### src/verilog/mief_map.svh
// register offsets, field positions and reset values of the interrupt flag block
`ifndef MIEF_MAP_SVH
`define MIEF_MAP_SVH

// printed offsets are register indexes; byte address is four times the index
`define MIEF_IDX_TIMER_AND_EXT_CONTROL        16'h0088
`define MIEF_IDX_INTERRUPT_ENABLE_0        16'h00a8
`define MIEF_IDX_INTERRUPT_ENABLE_1        16'h00b8
`define MIEF_IDX_EXT_EDGE_REQUEST       16'h00c0
`define MIEF_IDX_FLAGS       16'h00e8
`define MIEF_IDX_XT_EN       16'h2002
`define MIEF_IDX_CL_EN       16'h2007
`define MIEF_IDX_INTERRUPT_ENABLE_2        16'h009a
`define MIEF_IDX_TIMER2_POLARITY_CONTROL       16'h00c8

// timer_and_ext_control fields
`define MIEF_TC_TF1          7
`define MIEF_TC_TF0          5
`define MIEF_TC_IE1          3
`define MIEF_TC_IT1          2
`define MIEF_TC_IE0          1
`define MIEF_TC_IT0          0

// interrupt_enable_0 fields
`define MIEF_IE0_EAL         7
`define MIEF_IE0_ET1         3
`define MIEF_IE0_EX1         2
`define MIEF_IE0_ET0         1
`define MIEF_IE0_EX0         0

// interrupt_enable_2 field
`define MIEF_IE2_ES1         0

// timer2_polarity_control fields
`define MIEF_T2_I3POL        6
`define MIEF_T2_I2POL        5

// ext_edge_request: ext2..ext6 at bits 1..5
`define MIEF_IR_EXT2         1
`define MIEF_IR_MASK         8'h3e

// subsource_flags fields
`define MIEF_FL_XFER         0
`define MIEF_FL_SEC          1
`define MIEF_FL_COLB         2
`define MIEF_FL_COLA         3
`define MIEF_FL_BTN          4
`define MIEF_FL_WAKE         5
`define MIEF_FL_LGAIN        6
`define MIEF_FL_LLOSS        7

// enable register fields
`define MIEF_XT_XFER         0
`define MIEF_XT_SEC          1
`define MIEF_CL_COL          4
`define MIEF_CL_LLOSS        5
`define MIEF_CL_LGAIN        6

// reset values
`define MIEF_RST_BYTE        8'h00

`endif

### src/verilog/mief_pkg.sv
// types of the interrupt flag block
`default_nettype none
package mief_pkg;

  typedef logic [7:0] mief_byte_t;

  // request vector order at the core side
  typedef enum logic [3:0] {
    MIEF_Q_EXT0   = 4'h0,
    MIEF_Q_TF0    = 4'h1,
    MIEF_Q_EXT1   = 4'h2,
    MIEF_Q_TF1    = 4'h3,
    MIEF_Q_EXT2   = 4'h4,
    MIEF_Q_EXT3   = 4'h5,
    MIEF_Q_EXT4   = 4'h6,
    MIEF_Q_EXT5   = 4'h7,
    MIEF_Q_EXT6   = 4'h8,
    MIEF_Q_SER1   = 4'h9
  } mief_req_e;

  typedef enum logic [1:0] {
    MIEF_BUS_IDLE = 2'b00,
    MIEF_BUS_WR   = 2'b01,
    MIEF_BUS_RD   = 2'b10
  } mief_bus_e;

  typedef struct packed {
    mief_byte_t  timer_and_ext_control;
    mief_byte_t  interrupt_enable_0;
    mief_byte_t  interrupt_enable_1;
    mief_byte_t  interrupt_enable_2;
    mief_byte_t  timer2_polarity_control;
    mief_byte_t  ext_edge_request;
    mief_byte_t  flags;
    mief_byte_t  xt_en;
    mief_byte_t  cl_en;
    logic [9:0]  prev;
    mief_bus_e   bus;
    logic [15:0] addr;
    logic [31:0] rdata;
    logic        ready;
    logic [9:0]  req;
  } mief_state_s;

endpackage
`default_nettype wire

### src/verilog/mief_top.sv
// interrupt request flags, enables and sub-source flags behind an ahb-lite slave
`default_nettype none
`include "mief_map.svh"

module mief_top
  import mief_pkg::*;
(
  input  wire logic        CLK_I,
  input  wire logic        ARST_N_I,
  input  wire logic        HSEL_I,
  input  wire logic [31:0] HADDR_I,
  input  wire logic [1:0]  HTRANS_I,
  input  wire logic        HWRITE_I,
  input  wire logic [2:0]  HSIZE_I,
  input  wire logic [31:0] HWDATA_I,
  input  wire logic        HREADY_I,
  output logic      [31:0] HRDATA_O,
  output logic             HREADYOUT_O,
  output logic             HRESP_O,
  input  wire logic        TIMER0_OVERFLOW_I,
  input  wire logic        TIMER1_OVERFLOW_I,
  input  wire logic        TIMER0_VECTOR_ACK_I,
  input  wire logic        TIMER1_VECTOR_ACK_I,
  input  wire logic [6:0]  EXT_VECTOR_ACK_I,
  input  wire logic        SERIAL1_REQ_I,
  input  wire logic        DIO_HIGH_PRIO_I,
  input  wire logic        DIO_LOW_PRIO_I,
  input  wire logic        FLASH_COLLISION_A_I,
  input  wire logic        FLASH_COLLISION_B_I,
  input  wire logic        ENGINE_BUSY_I,
  input  wire logic        LOCK_OK_I,
  input  wire logic        EEPROM_BUSY_I,
  input  wire logic        ENGINE_TRANSFER_EVENT_I,
  input  wire logic        SECONDS_TICK_I,
  input  wire logic        TIMED_WAKE_I,
  input  wire logic        PUSH_BUTTON_I,
  output logic      [9:0]  IRQ_REQ_O
);

  mief_state_s cur_r;
  mief_state_s cur_nxt;

  // edge history slots in prev
  localparam int P_DIO0 = 0;
  localparam int P_DIO1 = 1;
  localparam int P_INT2 = 2;
  localparam int P_INT3 = 3;
  localparam int P_INT4 = 4;
  localparam int P_INT5 = 5;
  localparam int P_XFER = 6;
  localparam int P_SEC  = 7;
  localparam int P_LOCK = 8;
  localparam int P_INT6 = 9;

  logic [9:0]  line;
  logic        addr_ok;
  logic        wr_hit;
  logic [7:0]  wdat;
  logic [7:0]  rd_byte;
  logic        int2_src;
  logic        int3_src;
  logic        int4_src;
  logic        int6_src;
  logic [6:0]  ext_set;

  // word address decode, low two bits dropped
  function automatic logic [7:0] read_reg(input mief_state_s s, input logic [15:0] idx);
    logic [7:0] v;
    v = 8'h00;
    case (idx)
      `MIEF_IDX_TIMER_AND_EXT_CONTROL:  v = s.timer_and_ext_control;
      `MIEF_IDX_INTERRUPT_ENABLE_0:  v = s.interrupt_enable_0;
      `MIEF_IDX_INTERRUPT_ENABLE_1:  v = s.interrupt_enable_1;
      `MIEF_IDX_INTERRUPT_ENABLE_2:  v = s.interrupt_enable_2;
      `MIEF_IDX_TIMER2_POLARITY_CONTROL: v = s.timer2_polarity_control;
      `MIEF_IDX_EXT_EDGE_REQUEST: v = s.ext_edge_request & `MIEF_IR_MASK;
      `MIEF_IDX_FLAGS: v = s.flags;
      `MIEF_IDX_XT_EN: v = s.xt_en;
      `MIEF_IDX_CL_EN: v = s.cl_en;
      default:         v = 8'h00;
    endcase
    return v;
  endfunction

  always_comb begin
    int2_src = cur_r.cl_en[`MIEF_CL_COL] &
               (cur_r.flags[`MIEF_FL_COLA] | cur_r.flags[`MIEF_FL_COLB]);
    int3_src = ENGINE_BUSY_I;
    int4_src = (cur_r.cl_en[`MIEF_CL_LGAIN] & cur_r.flags[`MIEF_FL_LGAIN]) |
               (cur_r.cl_en[`MIEF_CL_LLOSS] & cur_r.flags[`MIEF_FL_LLOSS]);
    // int6 is the or of enabled transfer and tick flags
    int6_src = (cur_r.xt_en[`MIEF_XT_XFER] & cur_r.flags[`MIEF_FL_XFER]) |
               (cur_r.xt_en[`MIEF_XT_SEC] & cur_r.flags[`MIEF_FL_SEC]);
    line          = 10'h000;
    line[P_DIO0]  = DIO_HIGH_PRIO_I;
    line[P_DIO1]  = DIO_LOW_PRIO_I;
    line[P_INT2]  = int2_src;
    line[P_INT3]  = int3_src;
    line[P_INT4]  = int4_src;
    // inverted sources, rising detector sees source falling edge
    line[P_INT5]  = ~EEPROM_BUSY_I;
    line[P_XFER]  = ~ENGINE_TRANSFER_EVENT_I;
    line[P_SEC]   = ~SECONDS_TICK_I;
    line[P_LOCK]  = LOCK_OK_I;
    line[P_INT6]  = int6_src;
  end

  always_comb begin
    cur_nxt = cur_r;
    cur_nxt.prev = line;
    wdat = HWDATA_I[7:0];
    wr_hit = (cur_r.bus == MIEF_BUS_WR);
    rd_byte = read_reg(cur_r, cur_r.addr);
    addr_ok = HSEL_I & HTRANS_I[1] & HREADY_I;
    ext_set = 7'h00;

    // software writes first, hardware sets applied after so sets win
    if (wr_hit) begin
      case (cur_r.addr)
        `MIEF_IDX_TIMER_AND_EXT_CONTROL:  cur_nxt.timer_and_ext_control = wdat;
        `MIEF_IDX_INTERRUPT_ENABLE_0:  cur_nxt.interrupt_enable_0 = wdat;
        `MIEF_IDX_INTERRUPT_ENABLE_1:  cur_nxt.interrupt_enable_1 = wdat;
        `MIEF_IDX_INTERRUPT_ENABLE_2:  cur_nxt.interrupt_enable_2 = wdat;
        `MIEF_IDX_TIMER2_POLARITY_CONTROL: cur_nxt.timer2_polarity_control = wdat;
        `MIEF_IDX_EXT_EDGE_REQUEST: cur_nxt.ext_edge_request = wdat & `MIEF_IR_MASK;
        // only written zeros clear, ones leave flags alone
        `MIEF_IDX_FLAGS: cur_nxt.flags = cur_r.flags & wdat;
        `MIEF_IDX_XT_EN: cur_nxt.xt_en = wdat;
        `MIEF_IDX_CL_EN: cur_nxt.cl_en = wdat;
        default: begin
        end
      endcase
    end

    // timer and external flags cleared on service entry
    if (TIMER0_VECTOR_ACK_I) begin
      cur_nxt.timer_and_ext_control[`MIEF_TC_TF0] = 1'b0;
    end
    if (TIMER1_VECTOR_ACK_I) begin
      cur_nxt.timer_and_ext_control[`MIEF_TC_TF1] = 1'b0;
    end
    if (EXT_VECTOR_ACK_I[0]) begin
      cur_nxt.timer_and_ext_control[`MIEF_TC_IE0] = 1'b0;
    end
    if (EXT_VECTOR_ACK_I[1]) begin
      cur_nxt.timer_and_ext_control[`MIEF_TC_IE1] = 1'b0;
    end
    for (int k = 0; k < 5; k++) begin
      if (EXT_VECTOR_ACK_I[k+2]) begin
        cur_nxt.ext_edge_request[`MIEF_IR_EXT2+k] = 1'b0;
      end
    end

    if (TIMER0_OVERFLOW_I) begin
      cur_nxt.timer_and_ext_control[`MIEF_TC_TF0] = 1'b1;
    end
    if (TIMER1_OVERFLOW_I) begin
      cur_nxt.timer_and_ext_control[`MIEF_TC_TF1] = 1'b1;
    end

    // type bit: 1 falling edge, 0 low level on the dio route
    // dio routes feed ext0 and ext1
    if (cur_r.timer_and_ext_control[`MIEF_TC_IT0]) begin
      ext_set[0] = cur_r.prev[P_DIO0] & ~line[P_DIO0];
    end else begin
      ext_set[0] = ~line[P_DIO0];
    end
    if (cur_r.timer_and_ext_control[`MIEF_TC_IT1]) begin
      ext_set[1] = cur_r.prev[P_DIO1] & ~line[P_DIO1];
    end else begin
      ext_set[1] = ~line[P_DIO1];
    end
    // programmable polarity on int2 and int3
    if (cur_r.timer2_polarity_control[`MIEF_T2_I2POL]) begin
      ext_set[2] = ~cur_r.prev[P_INT2] & line[P_INT2];
    end else begin
      ext_set[2] = cur_r.prev[P_INT2] & ~line[P_INT2];
    end
    if (cur_r.timer2_polarity_control[`MIEF_T2_I3POL]) begin
      ext_set[3] = ~cur_r.prev[P_INT3] & line[P_INT3];
    end else begin
      ext_set[3] = cur_r.prev[P_INT3] & ~line[P_INT3];
    end
    // rising-edge detectors of the core for int4 and int5
    ext_set[4] = ~cur_r.prev[P_INT4] & line[P_INT4];
    ext_set[5] = ~cur_r.prev[P_INT5] & line[P_INT5];
    // falling edge of the combined tick and transfer request
    ext_set[6] = cur_r.prev[P_INT6] & ~line[P_INT6];

    if (ext_set[0]) begin
      cur_nxt.timer_and_ext_control[`MIEF_TC_IE0] = 1'b1;
    end
    if (ext_set[1]) begin
      cur_nxt.timer_and_ext_control[`MIEF_TC_IE1] = 1'b1;
    end
    // edge flags land in bits 1..5
    for (int k = 0; k < 5; k++) begin
      if (ext_set[k+2]) begin
        cur_nxt.ext_edge_request[`MIEF_IR_EXT2+k] = 1'b1;
      end
    end

    // sub-source flags set regardless of their enables
    // transfer and tick flags on source falling edge
    if (~cur_r.prev[P_XFER] & line[P_XFER]) begin
      cur_nxt.flags[`MIEF_FL_XFER] = 1'b1;
    end
    if (~cur_r.prev[P_SEC] & line[P_SEC]) begin
      cur_nxt.flags[`MIEF_FL_SEC] = 1'b1;
    end
    // collision events are pulses from the flash arbiter
    if (FLASH_COLLISION_A_I) begin
      cur_nxt.flags[`MIEF_FL_COLA] = 1'b1;
    end
    if (FLASH_COLLISION_B_I) begin
      cur_nxt.flags[`MIEF_FL_COLB] = 1'b1;
    end
    if (~cur_r.prev[P_LOCK] & line[P_LOCK]) begin
      cur_nxt.flags[`MIEF_FL_LGAIN] = 1'b1;
    end
    if (cur_r.prev[P_LOCK] & ~line[P_LOCK]) begin
      cur_nxt.flags[`MIEF_FL_LLOSS] = 1'b1;
    end
    // wake cause flags, button sets even while awake
    if (TIMED_WAKE_I) begin
      cur_nxt.flags[`MIEF_FL_WAKE] = 1'b1;
    end
    if (PUSH_BUTTON_I) begin
      cur_nxt.flags[`MIEF_FL_BTN] = 1'b1;
    end

    // request outputs, global enable over all
    // per-source enables
    cur_nxt.req = 10'h000;
    cur_nxt.req[MIEF_Q_EXT0] = cur_nxt.timer_and_ext_control[`MIEF_TC_IE0] & cur_nxt.interrupt_enable_0[`MIEF_IE0_EX0];
    cur_nxt.req[MIEF_Q_TF0]  = cur_nxt.timer_and_ext_control[`MIEF_TC_TF0] & cur_nxt.interrupt_enable_0[`MIEF_IE0_ET0];
    cur_nxt.req[MIEF_Q_EXT1] = cur_nxt.timer_and_ext_control[`MIEF_TC_IE1] & cur_nxt.interrupt_enable_0[`MIEF_IE0_EX1];
    cur_nxt.req[MIEF_Q_TF1]  = cur_nxt.timer_and_ext_control[`MIEF_TC_TF1] & cur_nxt.interrupt_enable_0[`MIEF_IE0_ET1];
    for (int k = 0; k < 5; k++) begin
      cur_nxt.req[4+k] = cur_nxt.ext_edge_request[`MIEF_IR_EXT2+k] & cur_nxt.interrupt_enable_1[`MIEF_IR_EXT2+k];
    end
    // serial 1 blocked while its enable is zero
    cur_nxt.req[MIEF_Q_SER1] = SERIAL1_REQ_I & cur_nxt.interrupt_enable_2[`MIEF_IE2_ES1];
    if (!cur_nxt.interrupt_enable_0[`MIEF_IE0_EAL]) begin
      cur_nxt.req = 10'h000;
    end

    // bus: write has no wait; read takes one wait so earlier writes are seen
    case (cur_r.bus)
      MIEF_BUS_RD: begin
        cur_nxt.rdata = {24'h000000, rd_byte};
        cur_nxt.ready = 1'b1;
        cur_nxt.bus   = MIEF_BUS_IDLE;
      end
      MIEF_BUS_WR,
      MIEF_BUS_IDLE: begin
        cur_nxt.bus = MIEF_BUS_IDLE;
        if (addr_ok) begin
          cur_nxt.addr = HADDR_I[17:2];
          if (HWRITE_I) begin
            cur_nxt.bus = MIEF_BUS_WR;
          end else begin
            cur_nxt.bus   = MIEF_BUS_RD;
            cur_nxt.ready = 1'b0;
          end
        end
      end
      default: begin
        cur_nxt.bus   = MIEF_BUS_IDLE;
        cur_nxt.ready = 1'b1;
      end
    endcase
  end

  always_ff @(posedge CLK_I or negedge ARST_N_I) begin
    if (!ARST_N_I) begin
      cur_r       <= '0;
      cur_r.ready <= 1'b1;
    end else begin
      cur_r <= cur_nxt;
    end
  end

  assign HRDATA_O    = cur_r.rdata;
  assign HREADYOUT_O = cur_r.ready;
  // always okay
  assign HRESP_O     = 1'b0;
  assign IRQ_REQ_O   = cur_r.req;

endmodule
`default_nettype wire

### config.mk
export PLATFORM = sky130hd
export DESIGN_NAME = mief_top
export DESIGN_NICKNAME = d
export VERILOG_FILES = /design/src/verilog/mief_pkg.sv /design/src/verilog/mief_top.sv
export VERILOG_INCLUDE_DIRS = /design/src /design/src/verilog
export SDC_FILE = /design/constraint.sdc
export NUM_CORES = 1
export LEC_CHECK = 0
export BUFFER_PORTS_ARGS = -buffer_cell sky130_fd_sc_hd__buf_4
export CAP_MARGIN = 40
export CORE_MARGIN = 3
export CORE_UTILIZATION = 30
export CTS_CLUSTER_DIAMETER = 200
export DETAILED_ROUTE_END_ITERATION = 10
export HOLD_SLACK_MARGIN = 0.15
export PLACE_DENSITY = 0.58
export SYNTH_ARGS = -nofsm -noshare
export SYNTH_HDL_FRONTEND = slang
export SYNTH_SLANG_ARGS = --single-unit
export TNS_END_PERCENT = 30
### constraint.sdc
create_clock -name CLK_I -period 2.8 [get_ports CLK_I]
set_input_delay 0.28 -clock CLK_I [delete_from_list [all_inputs] [get_ports CLK_I]]
set_output_delay 0.28 -clock CLK_I [all_outputs]
set_load 0.02 [all_outputs]
==> key figures <==
Floorplanning
  – X dimension of the die: roughly 140 µm
  – Core region area: approximately 18,000 µm²
  – Site Rows: 49
  – Top-Level Pins: approximately 140
  – Total Die Area: a little over 20,000 µm²
  – Vertical die dimension: between 100 and 150 µm
  – Initial Util: a little under a third

Logic synthesis
  – Synthesized area: approximately 5700 µm²
  – EDFF count, synth: 0
  – Post-synth top area cell: dfrtp_1
  – Number of warnings reported in the yosys synthesis log: 0
  – Top cells by area, synth: dfrtp_1 51%, mux2_2 12%, buf_4 5.8%
  – Average footprint of a synthesized cell: 11.7 µm²
  – Sequential element share of the synthesized area: roughly half
  – Number of unique standard cell types used by synthesis: 62
  – Top flip-flop cell by instance count after synthesis: dfrtp_1
  – Flops & latches, synth: between 100 and 150
  – Top cell type's share of synthesized area: 50.8%
  – Share of synthesized flip-flops with an asynchronous set or reset: 100%
  – Post-synthesis cell count: 484

Layout
  – Post-synthesis to final-layout area growth: 29.0%
  – Share of final-layout standard cells stronger than drive strength 1: a little over a third
  – Most used cells in the layout excluding fill and tap cells: 115 x dfrtp_1, 101 x buf_4, 60 x mux2_2, 34 x dlygate4sd3_1
  – Fill cell instance count of the final layout: around 1,800
  – Layout Nets: between 600 and 700
  – Final instance count without filler cells: ~840
  – Inserted Diodes: 0
  – Leading cell type in the layout, fill and taps excluded: dfrtp_1

CTS
  – Number of clock buffers inserted by TritonCTS: 17
  – Clock insertion delay at the later pin of the skew report: ~430 ps
  – CTS clock-pin slew for the worst setup and hold paths: around 60 ps
  – CTS tree: yes
  – Number of levels in the clock H-tree: 4
  – Clock Sinks: ~120
  – Maximum number of buffers from clock root to sink: 2
  – Clock tree root driver cell: clkbuf_16
  – Post_cts resized: 0

Timing
  – Final clock skew: approximately 12 ps
  – Setup TNS: 0 ps
  – Final setup violation count: 0
  – Unrepaired setup endpoints after global routing: no
  – Post-layout min period: between 2000 and 3000 ps
  – Hold Violations, Final: 0
  – Achievable clock frequency: ~380 MHz
  – Tightest hold margin: 165 ps
  – Post-route fraction of the period consumed by the critical path: 94.3%
  – Total count of max-transition violations in the final report: 0
  – Post-layout worst setup margin: 161 ps
  – Actual slew at the worst max-slew pin: between 700 and 800 ps
  – Slew headroom: approximately half

Place
  – Placed instance count: about 780
  – Total of buffers placed on input and output ports: 71
  – RePlAce Congestion: just under 0.9
  – DP HPWL: 11.2 mm
  – Post-placement worst setup slack: roughly 190 ps

Setup path
  – Critical path type: register to register
  – Stages on the worst setup path: 7
  – WP buf/inv: 2
  – Endpoint class of the critical path: register
  – Register-to-Register Path Depth: 7
  – Cell seen most often among critical-path stages: buf_4
  – CP max stage cell: or4_4
  – Flop-to-flop setup slack: 160 ps
  – Crit path launch type: register
  – Critical Path, Cell by Cell: or4_4 > buf_4 > nor4_4 > and3_1 > mux2i_1 > buf_4 > and3b_1
  – Worst reg2reg path endpoint: IRQ_REQ_O[6]
  – Slowest Stage Delay on Critical Path: slightly below 600 ps
  – Worst Setup SP: cur_r[52]
  – Critical path arrival: a little under 3000 ps
  – FF-to-FF Start: cur_r[52]
  – Worst Path Max Fanout: 6
  – Required time worst endpoint: roughly 3100 ps
  – Top cell family by delay on the critical path: simple AND/OR/NAND/NOR gates

Pwr
  – Overall power of the completed layout: around 4.6 mW
  – Leakage Power: 3.39 nW
  – IR drop worst, VDD: around 0.43 mV
  – Power Dens Cells: ~630 nW/µm²

Drt
  – Count of routing violations after the opening detailed-route iteration: ~300
  – Post-route DRC: 0
  – Per-cell via count in the routed design: between 5 and 6
  – Total Wirelength: 15.3 mm
  – Number of nets with antenna violations after routing: 0
  – Count of TritonRoute iterations in the first routing pass: 7
  – Mean routed wirelength per cell: approximately 18 µm
  – Total via count after detailed routing: between 4,000 and 5,000

Global route
  – Gr usage total: between 10% and 20%
  – Number of antenna violations at the first check in global routing: 0
  – Largest net degree at the start of global routing: 49
  – Global route overflow: 0
  – Global-route wire length before repair: between 20 and 25 mm
  – Number of global-route vias before repair: ~4,300

Worst hold path
  – Number of cells on the worst hold path: 3
  – Worst Hold Endpoint: cur_r[139]
  – Hold Startpoint: HWDATA_I[4]
  – Worst hold path type: input port to register

Flow run
  – Maximum capacitance violations: 0

Status
  – Result of the run: finished clean
power breakdown:
part	switching (mW)	internal [mW]
combinational	0.343	0.304
clock	0.822	1.25
sequential	0.0823	1.77
total	1.25	3.32
worst reg2reg max path, stage by stage (launching register included):
cell and delay (ps):
dfrtp_1 390, or4_4 590, buf_4 190, nor4_4 200, and3_1 400, mux2i_1 330
buf_4 220, and3b_1 210
state kept, by name, summed over array words and instances, names as in the netlist:
name,count
IRQ_REQ_O,10
HRDATA_O,8
HREADYOUT_O,1
cur_r,97
cells in the mapped netlist (3+ instances only):
master	count
mux2_2	60
a31oi_1	5
dfrtp_1	115
a32oi_1	3
nand2_1	25
and2_1	6
nand2b_1	10
nor4_1	6
or4_1	3
clkbuf_1	9
nor4_2	3
and3b_1	7
o21ai_2	8
a221o_1	6
nor3b_1	4
o221a_2	4
nor2b_1	7
and4_1	4
and3_1	7
nand3_1	14
a311o_1	3
o21ai_1	4
mux2i_1	4
a21oi_1	11
a22oi_1	12
nor2_1	19
nand4b_1	3
or4_4	3
buf_2	7
buf_6	3
mux2_1	8
inv_1	18
buf_4	44
through the flow:
stage	instance area (µm²)	utilization, %
CTS	7310	40.0
global placement	6390	35.0
detailed placement	6400	35.0
global route	7310	40.0
finish	7310	40.0
floorplan	5760	-
routing by layer:
layer	GRT usage, %	up-vias	wire length [µm]
met5	0	-	0
met4	5.40	0	280
met3	3.09	27	941
met2	24.2	170	7330
met1	20.7	2105	6690
li1	-	1935	-
what timing repair did:
action	4_1_cts	5_1_grt
buffers inserted	0	0
hold endpoints to repair	82	0
hold buffers	34	0
kinds of logic after synthesis:
group | count (synthesis) | synth area share (%)
simple gates | 141 | 15.5
flops | 116 | 51.2
buf+inv | 81 | 8.83
compound gates | 72 | 9.98
mux | 72 | 14.2
xor+xnor | 1 | 0.155
other cells | 1 | 0.0661
layout make-up:
cell class	count	area [µm²]	area share (%)
clock buffer	18	439	6.01
sequential	116	2900	39.7
inverter	18	67.6	0.924
multi-input combinational	311	2350	32.2
clock inverter	14	131	1.80
timing repair buffer	137	1130	15.4
tap	229	287	3.92
worst max path at each step:
stage / to / slack (ps)
3_5_place_dp: IRQ_REQ_O[6] / 190
5_1_grt: IRQ_REQ_O[6] / 70
4_1_cts: IRQ_REQ_O[6] / 150
2_1_floorplan: cur_r[71] / 420
6_report: IRQ_REQ_O[6] / 160
3_3_place_gp: IRQ_REQ_O[6] / 160
Note: power is estimated with default switching activity, not from simulation.
